<file path="src/common/ctpg_cfg.svh">
// address map, reset values and fixed figures of the copper test packet block
`ifndef CTPG_CFG_SVH
`define CTPG_CFG_SVH

`define CTPG_ADDR_CTRL    8'h10
`define CTPG_ADDR_CNT     8'h14
`define CTPG_ADDR_CHK     8'h18
`define CTPG_ADDR_IPG     8'h1c
`define CTPG_ADDR_ISTAT   8'h20
`define CTPG_ADDR_IMASK   8'h24

`define CTPG_IDX_CTRL     3'd0
`define CTPG_IDX_CNT      3'd1
`define CTPG_IDX_CHK      3'd2
`define CTPG_IDX_IPG      3'd3
`define CTPG_IDX_ISTAT    3'd4
`define CTPG_IDX_IMASK    3'd5

`define CTPG_BIT_CNT_RST  4
`define CTPG_IRQ_DONE     0
`define CTPG_IRQ_RXERR    1
`define CTPG_IRQ_RXPKT    2

`define CTPG_RST_CTRL     16'h0000
`define CTPG_RST_IPG      8'h0b

`define CTPG_LEN_SHORT    11'h040
`define CTPG_LEN_LONG     11'h5ee
`define CTPG_FCS_BYTES    11'h004
`define CTPG_PAT_A        8'h5a
`define CTPG_PAT_B        8'ha5
`define CTPG_LFSR_SEED    16'hace1

`define CTPG_CRC_POLY     32'hedb88320
`define CTPG_CRC_INIT     32'hffffffff
`define CTPG_CRC_RESIDUE  32'hdebb20e3

`define CTPG_RESP_OKAY    2'b00
`define CTPG_RESP_SLVERR  2'b10

`endif

</file>
<file path="src/common/ctpg_pkg.sv">
// types shared by the copper test packet generator and checker
package ctpg_pkg;

    typedef struct packed {
        logic [7:0] burst;
        logic       trig;
        logic       sclr;
        logic       rsvd;
        logic       chk_en;
        logic       gen_en;
        logic       pat;
        logic       len;
        logic       err;
    } ctpg_ctrl_type;

    typedef struct packed {
        logic       en;
        logic       er;
        logic [7:0] data;
    } ctpg_tx_type;

    typedef struct packed {
        logic       dv;
        logic       er;
        logic [7:0] data;
    } ctpg_rx_type;

    typedef enum logic [3:0] {
        ST_IDLE = 4'b0001,
        ST_DATA = 4'b0010,
        ST_FCS  = 4'b0100,
        ST_GAP  = 4'b1000
    } ctpg_state_type;

endpackage

</file>
<file path="src/rtl/ctpg_top.sv">
// copper port test packet generator, crc checker and register slave
//
// Local design decision: register access over AXI4-Lite.
`timescale 1ns/1ps
`default_nettype none
`include "ctpg_cfg.svh"

module ctpg_top
    import ctpg_pkg::*;
(
    input  wire logic        CORE_CLK,
    input  wire logic        RESET,
    input  wire logic [7:0]  S_AXI_AWADDR,
    input  wire logic        S_AXI_AWVALID,
    output logic             S_AXI_AWREADY,
    input  wire logic [31:0] S_AXI_WDATA,
    input  wire logic [3:0]  S_AXI_WSTRB,
    input  wire logic        S_AXI_WVALID,
    output logic             S_AXI_WREADY,
    output logic [1:0]       S_AXI_BRESP,
    output logic             S_AXI_BVALID,
    input  wire logic        S_AXI_BREADY,
    input  wire logic [7:0]  S_AXI_ARADDR,
    input  wire logic        S_AXI_ARVALID,
    output logic             S_AXI_ARREADY,
    output logic [31:0]      S_AXI_RDATA,
    output logic [1:0]       S_AXI_RRESP,
    output logic             S_AXI_RVALID,
    input  wire logic        S_AXI_RREADY,
    output ctpg_tx_type      TX,
    input  wire ctpg_rx_type RX,
    output logic             PKT_GEN_MODE,
    output logic             IRQ
);

    // ***************************************************
    // helpers
    // ***************************************************
    function automatic logic [3:0] ctpg_decode(input logic [7:0] a);
        case (a)
            `CTPG_ADDR_CTRL:  ctpg_decode = {1'b1, `CTPG_IDX_CTRL};
            `CTPG_ADDR_CNT:   ctpg_decode = {1'b1, `CTPG_IDX_CNT};
            `CTPG_ADDR_CHK:   ctpg_decode = {1'b1, `CTPG_IDX_CHK};
            `CTPG_ADDR_IPG:   ctpg_decode = {1'b1, `CTPG_IDX_IPG};
            `CTPG_ADDR_ISTAT: ctpg_decode = {1'b1, `CTPG_IDX_ISTAT};
            `CTPG_ADDR_IMASK: ctpg_decode = {1'b1, `CTPG_IDX_IMASK};
            default:          ctpg_decode = 4'h0;
        endcase
    endfunction

    // reflected ethernet crc, one byte lsb first
    function automatic logic [31:0] ctpg_crc_byte(input logic [31:0] c,
                                                  input logic [7:0]  d);
        logic [31:0] r;
        r = c;
        for (int i = 0; i < 8; i++) begin
            if (r[0] ^ d[i]) begin
                r = (r >> 1) ^ `CTPG_CRC_POLY;
            end else begin
                r = r >> 1;
            end
        end
        ctpg_crc_byte = r;
    endfunction

    // ***************************************************
    // declarations
    // ***************************************************
    logic           aw_held_reg;
    logic [7:0]     aw_addr_reg;
    logic           w_held_reg;
    logic [31:0]    w_data_reg;
    logic [3:0]     w_strb_reg;
    logic           bvalid_reg;
    logic [1:0]     bresp_reg;
    logic           rvalid_reg;
    logic [31:0]    rdata_reg;
    logic [1:0]     rresp_reg;

    ctpg_ctrl_type  ctrl_reg;
    ctpg_ctrl_type  ctrl_next;
    logic [7:0]     ipg_reg;
    logic [2:0]     istat_reg;
    logic [2:0]     imask_reg;

    ctpg_state_type state_reg;
    ctpg_state_type state_next;
    logic [10:0]    byte_cnt_reg;
    logic [10:0]    byte_cnt_next;
    logic [8:0]     gap_cnt_reg;
    logic [8:0]     gap_cnt_next;
    logic [7:0]     sent_cnt_reg;
    logic [31:0]    crc_reg;
    logic [31:0]    crc_next;
    logic [15:0]    lfsr_reg;
    logic [15:0]    lfsr_next;
    logic           run_reg;
    ctpg_tx_type    tx_reg;
    ctpg_tx_type    tx_next;

    logic           rx_dv_d_reg;
    logic [31:0]    rx_crc_reg;
    logic [7:0]     pkt_cnt_reg;
    logic [7:0]     err_cnt_reg;

    wire logic [3:0]   wr_dec;
    wire logic [3:0]   rd_dec;
    wire logic         do_write;
    wire logic         wr_lo;
    wire logic         wr_hi;
    wire logic         wr_ctrl;
    wire ctpg_ctrl_type wr_val;
    wire logic         gen_rise;
    wire logic         trig_wr;
    wire logic         start_burst;
    wire logic         burst_mode;
    wire logic         go;
    wire logic [10:0]  frame_last;
    wire logic [7:0]   pay_byte;
    wire logic [31:0]  fcs_word;
    wire logic [7:0]   fcs_byte;
    wire logic         pkt_done;
    wire logic         burst_end;
    wire logic [31:0]  rx_crc_seed;
    wire logic         rx_pkt_evt;
    wire logic         rx_err_evt;
    wire logic         cnt_clr;
    wire logic [2:0]   irq_set;
    wire logic [2:0]   irq_clr;
    wire logic [31:0]  rd_word;

    // ***************************************************
    // axi4-lite slave
    // ***************************************************
    // address and data are latched apart so either may come first
    assign S_AXI_AWREADY = ~aw_held_reg;
    assign S_AXI_WREADY  = ~w_held_reg;
    assign S_AXI_ARREADY = ~rvalid_reg;
    assign S_AXI_BVALID  = bvalid_reg;
    assign S_AXI_BRESP   = bresp_reg;
    assign S_AXI_RVALID  = rvalid_reg;
    assign S_AXI_RDATA   = rdata_reg;
    assign S_AXI_RRESP   = rresp_reg;

    assign wr_dec   = ctpg_decode(aw_addr_reg);
    assign rd_dec   = ctpg_decode(S_AXI_ARADDR);
    assign do_write = aw_held_reg & w_held_reg & ~bvalid_reg;
    assign wr_lo    = w_strb_reg[0];
    assign wr_hi    = w_strb_reg[1];
    assign wr_ctrl  = do_write & (wr_dec == {1'b1, `CTPG_IDX_CTRL});
    assign wr_val   = w_data_reg[15:0];

    always_ff @(posedge CORE_CLK or posedge RESET) begin
        if (RESET) begin
            aw_held_reg <= 1'b0;
            aw_addr_reg <= 8'h00;
            w_held_reg  <= 1'b0;
            w_data_reg  <= 32'h0000_0000;
            w_strb_reg  <= 4'h0;
            bvalid_reg  <= 1'b0;
            bresp_reg   <= `CTPG_RESP_OKAY;
        end else begin
            if (S_AXI_AWVALID && !aw_held_reg) begin
                aw_held_reg <= 1'b1;
                aw_addr_reg <= S_AXI_AWADDR;
            end else if (do_write) begin
                aw_held_reg <= 1'b0;
            end
            if (S_AXI_WVALID && !w_held_reg) begin
                w_held_reg <= 1'b1;
                w_data_reg <= S_AXI_WDATA;
                w_strb_reg <= S_AXI_WSTRB;
            end else if (do_write) begin
                w_held_reg <= 1'b0;
            end
            if (do_write) begin
                bvalid_reg <= 1'b1;
                bresp_reg  <= wr_dec[3] ? `CTPG_RESP_OKAY : `CTPG_RESP_SLVERR;
            end else if (S_AXI_BREADY) begin
                bvalid_reg <= 1'b0;
            end
        end
    end

    assign rd_word =
        (rd_dec[2:0] == `CTPG_IDX_CTRL)  ? {16'h0000, ctrl_reg} :
        (rd_dec[2:0] == `CTPG_IDX_CNT)   ? {16'h0000, pkt_cnt_reg,
                                            err_cnt_reg} :
        (rd_dec[2:0] == `CTPG_IDX_IPG)   ? {24'h000000, ipg_reg} :
        (rd_dec[2:0] == `CTPG_IDX_ISTAT) ? {29'h0, istat_reg} :
        (rd_dec[2:0] == `CTPG_IDX_IMASK) ? {29'h0, imask_reg} :
        32'h0000_0000; // counter reset reads 0

    always_ff @(posedge CORE_CLK or posedge RESET) begin
        if (RESET) begin
            rvalid_reg <= 1'b0;
            rdata_reg  <= 32'h0000_0000;
            rresp_reg  <= `CTPG_RESP_OKAY;
        end else if (S_AXI_ARVALID && !rvalid_reg) begin
            rvalid_reg <= 1'b1;
            rdata_reg  <= rd_dec[3] ? rd_word : 32'h0000_0000;
            rresp_reg  <= rd_dec[3] ? `CTPG_RESP_OKAY : `CTPG_RESP_SLVERR;
        end else if (S_AXI_RREADY) begin
            rvalid_reg <= 1'b0;
        end
    end

    // ***************************************************
    // control register
    // ***************************************************
    assign burst_mode  = ctrl_reg.burst != 8'h00;
    assign gen_rise    = wr_ctrl & wr_lo & wr_val.gen_en & ~ctrl_reg.gen_en;
    // trig bit is status while it reads 0, so such writes fall through
    assign trig_wr     = wr_ctrl & wr_lo & ~wr_val.trig & ctrl_reg.trig &
                         ctrl_reg.sclr & ctrl_reg.gen_en & burst_mode;
    assign start_burst = gen_rise | trig_wr;

    always_comb begin
        ctrl_next = ctrl_reg;
        if (start_burst) begin
            ctrl_next.trig = 1'b0;
        end else if (burst_end) begin
            ctrl_next.trig = 1'b1;
        end
        if (burst_end && !ctrl_reg.sclr) begin
            ctrl_next.gen_en = 1'b0;
        end
        if (wr_ctrl && wr_lo) begin
            ctrl_next.sclr   = wr_val.sclr;
            ctrl_next.chk_en = wr_val.chk_en;
            ctrl_next.gen_en = wr_val.gen_en;
            ctrl_next.pat    = wr_val.pat;
            ctrl_next.len    = wr_val.len;
            ctrl_next.err    = wr_val.err;
        end
        if (wr_ctrl && wr_hi) begin
            ctrl_next.burst = wr_val.burst;
        end
    end

    assign irq_set = {rx_pkt_evt, rx_err_evt, burst_end};
    assign irq_clr = (do_write && wr_lo &&
                      wr_dec == {1'b1, `CTPG_IDX_ISTAT}) ?
                     w_data_reg[2:0] : 3'b000;

    always_ff @(posedge CORE_CLK or posedge RESET) begin
        if (RESET) begin
            ctrl_reg  <= `CTPG_RST_CTRL;
            ipg_reg   <= `CTPG_RST_IPG;
            istat_reg <= 3'b000;
            imask_reg <= 3'b000;
        end else begin
            ctrl_reg  <= ctrl_next;
            // a new event outranks a clear in the same cycle
            istat_reg <= (istat_reg & ~irq_clr) | irq_set;
            if (do_write && wr_lo && wr_dec == {1'b1, `CTPG_IDX_IPG}) begin
                ipg_reg <= w_data_reg[7:0];
            end
            if (do_write && wr_lo && wr_dec == {1'b1, `CTPG_IDX_IMASK}) begin
                imask_reg <= w_data_reg[2:0];
            end
        end
    end

    assign IRQ          = |(istat_reg & imask_reg);
    assign PKT_GEN_MODE = ctrl_reg.gen_en;

    // ***************************************************
    // packet generator
    // ***************************************************
    assign go         = run_reg & ctrl_reg.gen_en;
    assign frame_last = (ctrl_reg.len ? `CTPG_LEN_LONG : `CTPG_LEN_SHORT) -
                        `CTPG_FCS_BYTES - 11'h001;
    assign pay_byte   = ctrl_reg.pat ?
                        (byte_cnt_reg[0] ? `CTPG_PAT_B : `CTPG_PAT_A) :
                        lfsr_reg[7:0];
    assign fcs_word   = ~crc_reg ^ {32{ctrl_reg.err}};
    assign fcs_byte   = fcs_word[{byte_cnt_reg[1:0], 3'b000} +: 8];
    assign pkt_done   = (state_reg == ST_FCS) && (byte_cnt_reg[1:0] == 2'd3);
    assign burst_end  = pkt_done & run_reg & burst_mode &
                        (sent_cnt_reg == ctrl_reg.burst - 8'h01);

    always_comb begin
        state_next    = state_reg;
        byte_cnt_next = byte_cnt_reg;
        gap_cnt_next  = gap_cnt_reg;
        crc_next      = crc_reg;
        lfsr_next     = lfsr_reg;
        tx_next       = '0;
        unique case (state_reg)
            ST_IDLE: begin
                if (go) begin
                    state_next    = ST_DATA;
                    byte_cnt_next = 11'h000;
                    crc_next      = `CTPG_CRC_INIT;
                end
            end
            ST_DATA: begin
                tx_next       = {1'b1, 1'b0, pay_byte};
                crc_next      = ctpg_crc_byte(crc_reg, pay_byte);
                lfsr_next     = {lfsr_reg[14:0], lfsr_reg[15] ^ lfsr_reg[13] ^
                                 lfsr_reg[12] ^ lfsr_reg[10]};
                byte_cnt_next = byte_cnt_reg + 11'h001;
                if (byte_cnt_reg == frame_last) begin
                    state_next    = ST_FCS;
                    byte_cnt_next = 11'h000;
                end
            end
            ST_FCS: begin
                // symbol error rides on the last byte of a bad frame
                tx_next       = {1'b1, ctrl_reg.err & pkt_done, fcs_byte};
                byte_cnt_next = byte_cnt_reg + 11'h001;
                if (pkt_done) begin
                    if (burst_end || !ctrl_reg.gen_en) begin
                        state_next = ST_IDLE;
                    end else begin
                        state_next   = ST_GAP;
                        gap_cnt_next = {1'b0, ipg_reg};
                    end
                end
            end
            ST_GAP: begin
                gap_cnt_next = gap_cnt_reg - 9'h001;
                if (gap_cnt_reg == 9'h000) begin
                    state_next    = go ? ST_DATA : ST_IDLE;
                    byte_cnt_next = 11'h000;
                    crc_next      = `CTPG_CRC_INIT;
                end
            end
        endcase
    end

    always_ff @(posedge CORE_CLK or posedge RESET) begin
        if (RESET) begin
            state_reg    <= ST_IDLE;
            byte_cnt_reg <= 11'h000;
            gap_cnt_reg  <= 9'h000;
            crc_reg      <= `CTPG_CRC_INIT;
            lfsr_reg     <= `CTPG_LFSR_SEED;
            tx_reg       <= '0;
        end else begin
            state_reg    <= state_next;
            byte_cnt_reg <= byte_cnt_next;
            gap_cnt_reg  <= gap_cnt_next;
            crc_reg      <= crc_next;
            lfsr_reg     <= lfsr_next;
            tx_reg       <= tx_next;
        end
    end

    // a packet under way finishes after gen_en drops, so no runt leaves the port; only RESET cuts one short
    always_ff @(posedge CORE_CLK or posedge RESET) begin
        if (RESET) begin
            run_reg      <= 1'b0;
            sent_cnt_reg <= 8'h00;
        end else begin
            if (start_burst) begin
                run_reg      <= 1'b1;
                sent_cnt_reg <= 8'h00;
            end else begin
                if (!ctrl_reg.gen_en || burst_end) begin
                    run_reg <= 1'b0;
                end
                if (pkt_done) begin
                    sent_cnt_reg <= sent_cnt_reg + 8'h01;
                end
            end
        end
    end

    assign TX = tx_reg;

    // ***************************************************
    // crc checker
    // ***************************************************
    assign rx_crc_seed = rx_dv_d_reg ? rx_crc_reg : `CTPG_CRC_INIT;
    assign rx_pkt_evt  = rx_dv_d_reg & ~RX.dv & ctrl_reg.chk_en;
    assign rx_err_evt  = rx_pkt_evt & (rx_crc_reg != `CTPG_CRC_RESIDUE);
    assign cnt_clr     = do_write & wr_lo &
                         (wr_dec == {1'b1, `CTPG_IDX_CHK}) &
                         w_data_reg[`CTPG_BIT_CNT_RST];

    always_ff @(posedge CORE_CLK or posedge RESET) begin
        if (RESET) begin
            rx_dv_d_reg <= 1'b0;
            rx_crc_reg  <= `CTPG_CRC_INIT;
            pkt_cnt_reg <= 8'h00;
            err_cnt_reg <= 8'h00;
        end else begin
            rx_dv_d_reg <= RX.dv;
            if (RX.dv) begin
                rx_crc_reg <= ctpg_crc_byte(rx_crc_seed, RX.data);
            end
            if (cnt_clr) begin
                pkt_cnt_reg <= 8'h00;
                err_cnt_reg <= 8'h00;
            end else begin
                if (rx_pkt_evt && pkt_cnt_reg != 8'hff) begin
                    pkt_cnt_reg <= pkt_cnt_reg + 8'h01;
                end
                if (rx_err_evt && err_cnt_reg != 8'hff) begin
                    err_cnt_reg <= err_cnt_reg + 8'h01;
                end
            end
        end
    end

endmodule
`default_nettype wire

</file>
<file path="config.mk">
export PLATFORM = sky130hd
export DESIGN_NAME = ctpg_top
export DESIGN_NICKNAME = d
export VERILOG_FILES = /design/src/common/ctpg_pkg.sv /design/src/rtl/ctpg_top.sv
export VERILOG_INCLUDE_DIRS = /design/src /design/src/common
export SDC_FILE = /design/constraint.sdc
export NUM_CORES = 1
export LEC_CHECK = 0
export ABC_AREA = 1
export BUFFER_PORTS_ARGS = -buffer_cell sky130_fd_sc_hd__buf_4
export CORE_UTILIZATION = 32
export DETAILED_ROUTE_END_ITERATION = 8
export PLACE_DENSITY = 0.58
export REMOVE_ABC_BUFFERS = 1
export SETUP_SLACK_MARGIN = 0.1
export SYNTH_ARGS = -nofsm -noshare
export SYNTH_HDL_FRONTEND = slang
export SYNTH_SLANG_ARGS = --single-unit
</file>
<file path="constraint.sdc">
create_clock -name CORE_CLK -period 12.05 [get_ports CORE_CLK]
set_clock_uncertainty 0.05 [all_clocks]
set_input_delay 1.205 -clock CORE_CLK [delete_from_list [all_inputs] [get_ports CORE_CLK]]
set_output_delay 1.205 -clock CORE_CLK [all_outputs]
set_load 0.1 [all_outputs]
</file>
==> metrics.txt <==
run status=completed; Crit path largest cell delay=0.59 ns; Hold Buf Count CTS=0; cell type with the largest total area after synthesis=dfrtp_1; I/O pin total=~120; total vias in the final route=~11000; Synth Area in Compound Gates=10.6%; R2R depth=11; Initial Util=32.8%; CP Cell Sequence=nor2_1 -> nand3_1 -> inv_2 -> nand2_1 -> nand2_1 -> nor2_1 -> buf_4 -> inv_1 -> nand2_1 -> o21ai_1 -> inv_1; worst-path fanout max=22; worst r2r dst=crc_reg[8]$_DFFE_PP1P_; crit path kind=flop to flop; final setup fails=0; CP Capture Type=flop; Final Power=about 3.7 mW; Main synth FF type=dfrtp_1; Crit-path slowest cell=nand3_1; Die Area=~41000 µm²; Critical Path AT=roughly 3.7 ns; Reg-to-Reg Start=state_reg[1]$_DFFE_PP0P_; wire length per cell=14.2 µm; gpl congestion=0.872; # fillers=roughly 4000; Ant. Diodes=0; RSZ-0062 raised after global routing=no; Area contributors post-synth=dfrtp_1 28%, dfstp_2 16%, nand2_1 15%; most used cell, CP=nand2_1; Horiz. Die Dim=between 200 and 250 µm; synthesized instance count=1736; EDFF count, synth=0; DRC=0; TritonCTS buffer count=28; Post-DRT Antenna Nets=0; end point of the critical path=crc_reg[8]$_DFFE_PP1P_; post-synthesis adder-cell area fraction=less than 1%; multiplexer share of the synthesized area=less than 1%; post-synthesis simple-gate area fraction=roughly 29%; Yosys reg bits=217; GRT Total Usage=between 10% and 20%; DP Cell Count=~2300; pre-CTS setup slack=approximately 8.4 ns; Synth cell types=48; vias per cell=4.74; WL final=33200 µm; worst skew pair latency=approximately 0.59 ns; share of layout cells above drive strength 1=between 10% and 20%; XOR/XNOR Fraction of Synth Area=~6.9%; Slew @ Worst Pin=between 1 and 1.5 ns; Detailed Place HPWL=22900 µm; Pre-antenna DRT Iters=5; CORE AREA=a little under 40000 µm²; Post-Layout Cell Count=2348; Clock Pin Slew Worst Setup and Hold Paths=around 0.050 ns; Critical Path Source Type=flop; first-pass GRT wire length=about 54000 µm; clk root buf=clkbuf_16; grt ovf=0; fmax=between 300 and 400 MHz; Layout area overhead=16.2%; post-synthesis sequential area ratio=roughly 43%; row count=72; CTS H-tree lvls=1; relative slew slack=roughly a third; postcts setup bufs=0; internal reg-to-reg setup slack=between 8 and 9 ns; Cell Area, Synth=12800 µm²; Final Cell Area=~15000 µm²; largest family of logic cells by synthesized area=simple AND/OR/NAND/NOR gates; Num Clock Sinks=about 220; vias in the first global route=10500; Seq. cell area=~5500 µm²; initial drt markers=between 700 and 800; Req. time, crit path=12.47 ns; Final nets=1883; fin crit share=around 27%; Crit. Startpoint=state_reg[1]$_DFFE_PP0P_; Power Dens Cells=250 nW/µm²; final core utilization=38.1%; max cap viols=0; Placed Area=between 10000 and 15000 µm²; Synthesis Warnings=0; min-delay worst type=flop to flop; CTS resizes=0; port buffer count=84; initial antenna violation count=0; max-slew violation count=0; setup tns final=0 ns; Yosys top cell area share=27.6%; pin count of the biggest net entering global routing=roughly 100; final worst slack=approximately 9 ns; Final Hold Fails=0; async set-reset flop share out of synthesis=between 90% and 100%; leakage power=~7.5 nW; multi-input logic area=6130 µm²; Die H=202 µm; most frequent cells in the layout=507 x nand2_1, 219 x inv_1, 141 x dfrtp_1, 135 x nand3_1, 132 x o21ai_0; final hold slack=0.419 ns; CTS tree=built; syn_area_per_cell=7.37 µm²; Final min period=about 3.3 ns; Peak VDD IR=0.254 mV; commonest non-fill, non-tap cell in the layout=nand2_1; clock buffer depth=3
where the power goes:
group / internal [mW] / switching (mW) / total (mW)
combinational: 0.521 / 1.13 / 1.65
sequential: 1.01 / 0.150 / 1.16
clock: 0.556 / 0.346 / 0.902
how the worst min path moves through the flow:
stage,end,startpoint,cells after the start
2_1_floorplan,lfsr_reg[15]$_DFFE_PP1P_,lfsr_reg[14]$_DFFE_PP0P_,2
3_3_place_gp,rx_crc_reg[7]$_DFFE_PP1P_,rx_crc_reg[7]$_DFFE_PP1P_,2
3_5_place_dp,rx_crc_reg[7]$_DFFE_PP1P_,rx_crc_reg[7]$_DFFE_PP1P_,2
4_1_cts,lfsr_reg[7]$_DFFE_PP1P_,lfsr_reg[6]$_DFFE_PP1P_,2
5_1_grt,crc_reg[21]$_DFFE_PP1P_,crc_reg[21]$_DFFE_PP1P_,2
6_report,rx_crc_reg[7]$_DFFE_PP1P_,rx_crc_reg[7]$_DFFE_PP1P_,2
cell type report:
cell class / instances / area share, %
inverters: 227 / 5.78
flip-flops and latches: 217 / 37.2
multi-input cells: 1243 / 41.3
repair buffers: 91 / 4.60
clock buffers: 38 / 5.44
clock inverters: 14 / 1.36
well taps: 518 / 4.36
worst max-delay path: cells and delay by family, from the launching register on:
kind | cells | cell delay (ns)
flip-flops | 1 | 0.39
buffers and inverters | 4 | 1.28
AND/OR/NAND/NOR | 6 | 1.37
AO/OA/AOI/OAI | 1 | 0.12
cells by family (layout without fill, tap and decap cells):
| logic type | count (synthesis) | count (layout) |
|---|---|---|
| other | 1 | 18 |
| XOR/XNOR | 95 | 95 |
| adder cells (fa/ha/maj) | 6 | 6 |
| AND/OR/NAND/NOR | 862 | 862 |
| flip-flops | 217 | 217 |
| multiplexers | 6 | 6 |
| buffers and inverters | 293 | 370 |
| AO/OA/AOI/OAI | 256 | 256 |
per-layer routing:
layer,track usage [%],vias up,wire [µm]
li1,-,5631,-
met1,22.6,5225,15800
met2,26.4,239,15000
met3,2.98,40,1880
met4,3.38,0,564
met5,0,-,0
Yosys cell counts (all sizes together), types with 2 or more instances:
library cell,count
o21ai,143
clkbuf,35
nand2,530
inv,226
nor3,25
o22ai,12
xnor2,23
buf,31
o31ai,3
nor3b,2
xor2,72
a21oi,82
nor2,122
or2,7
o211ai,11
nand3,136
mux2,6
nor4,6
dfrtp,141
and3,4
ha,6
dfstp,76
nand3b,8
a31oi,2
nand4,19
Power figures use the tool's default switching activity.
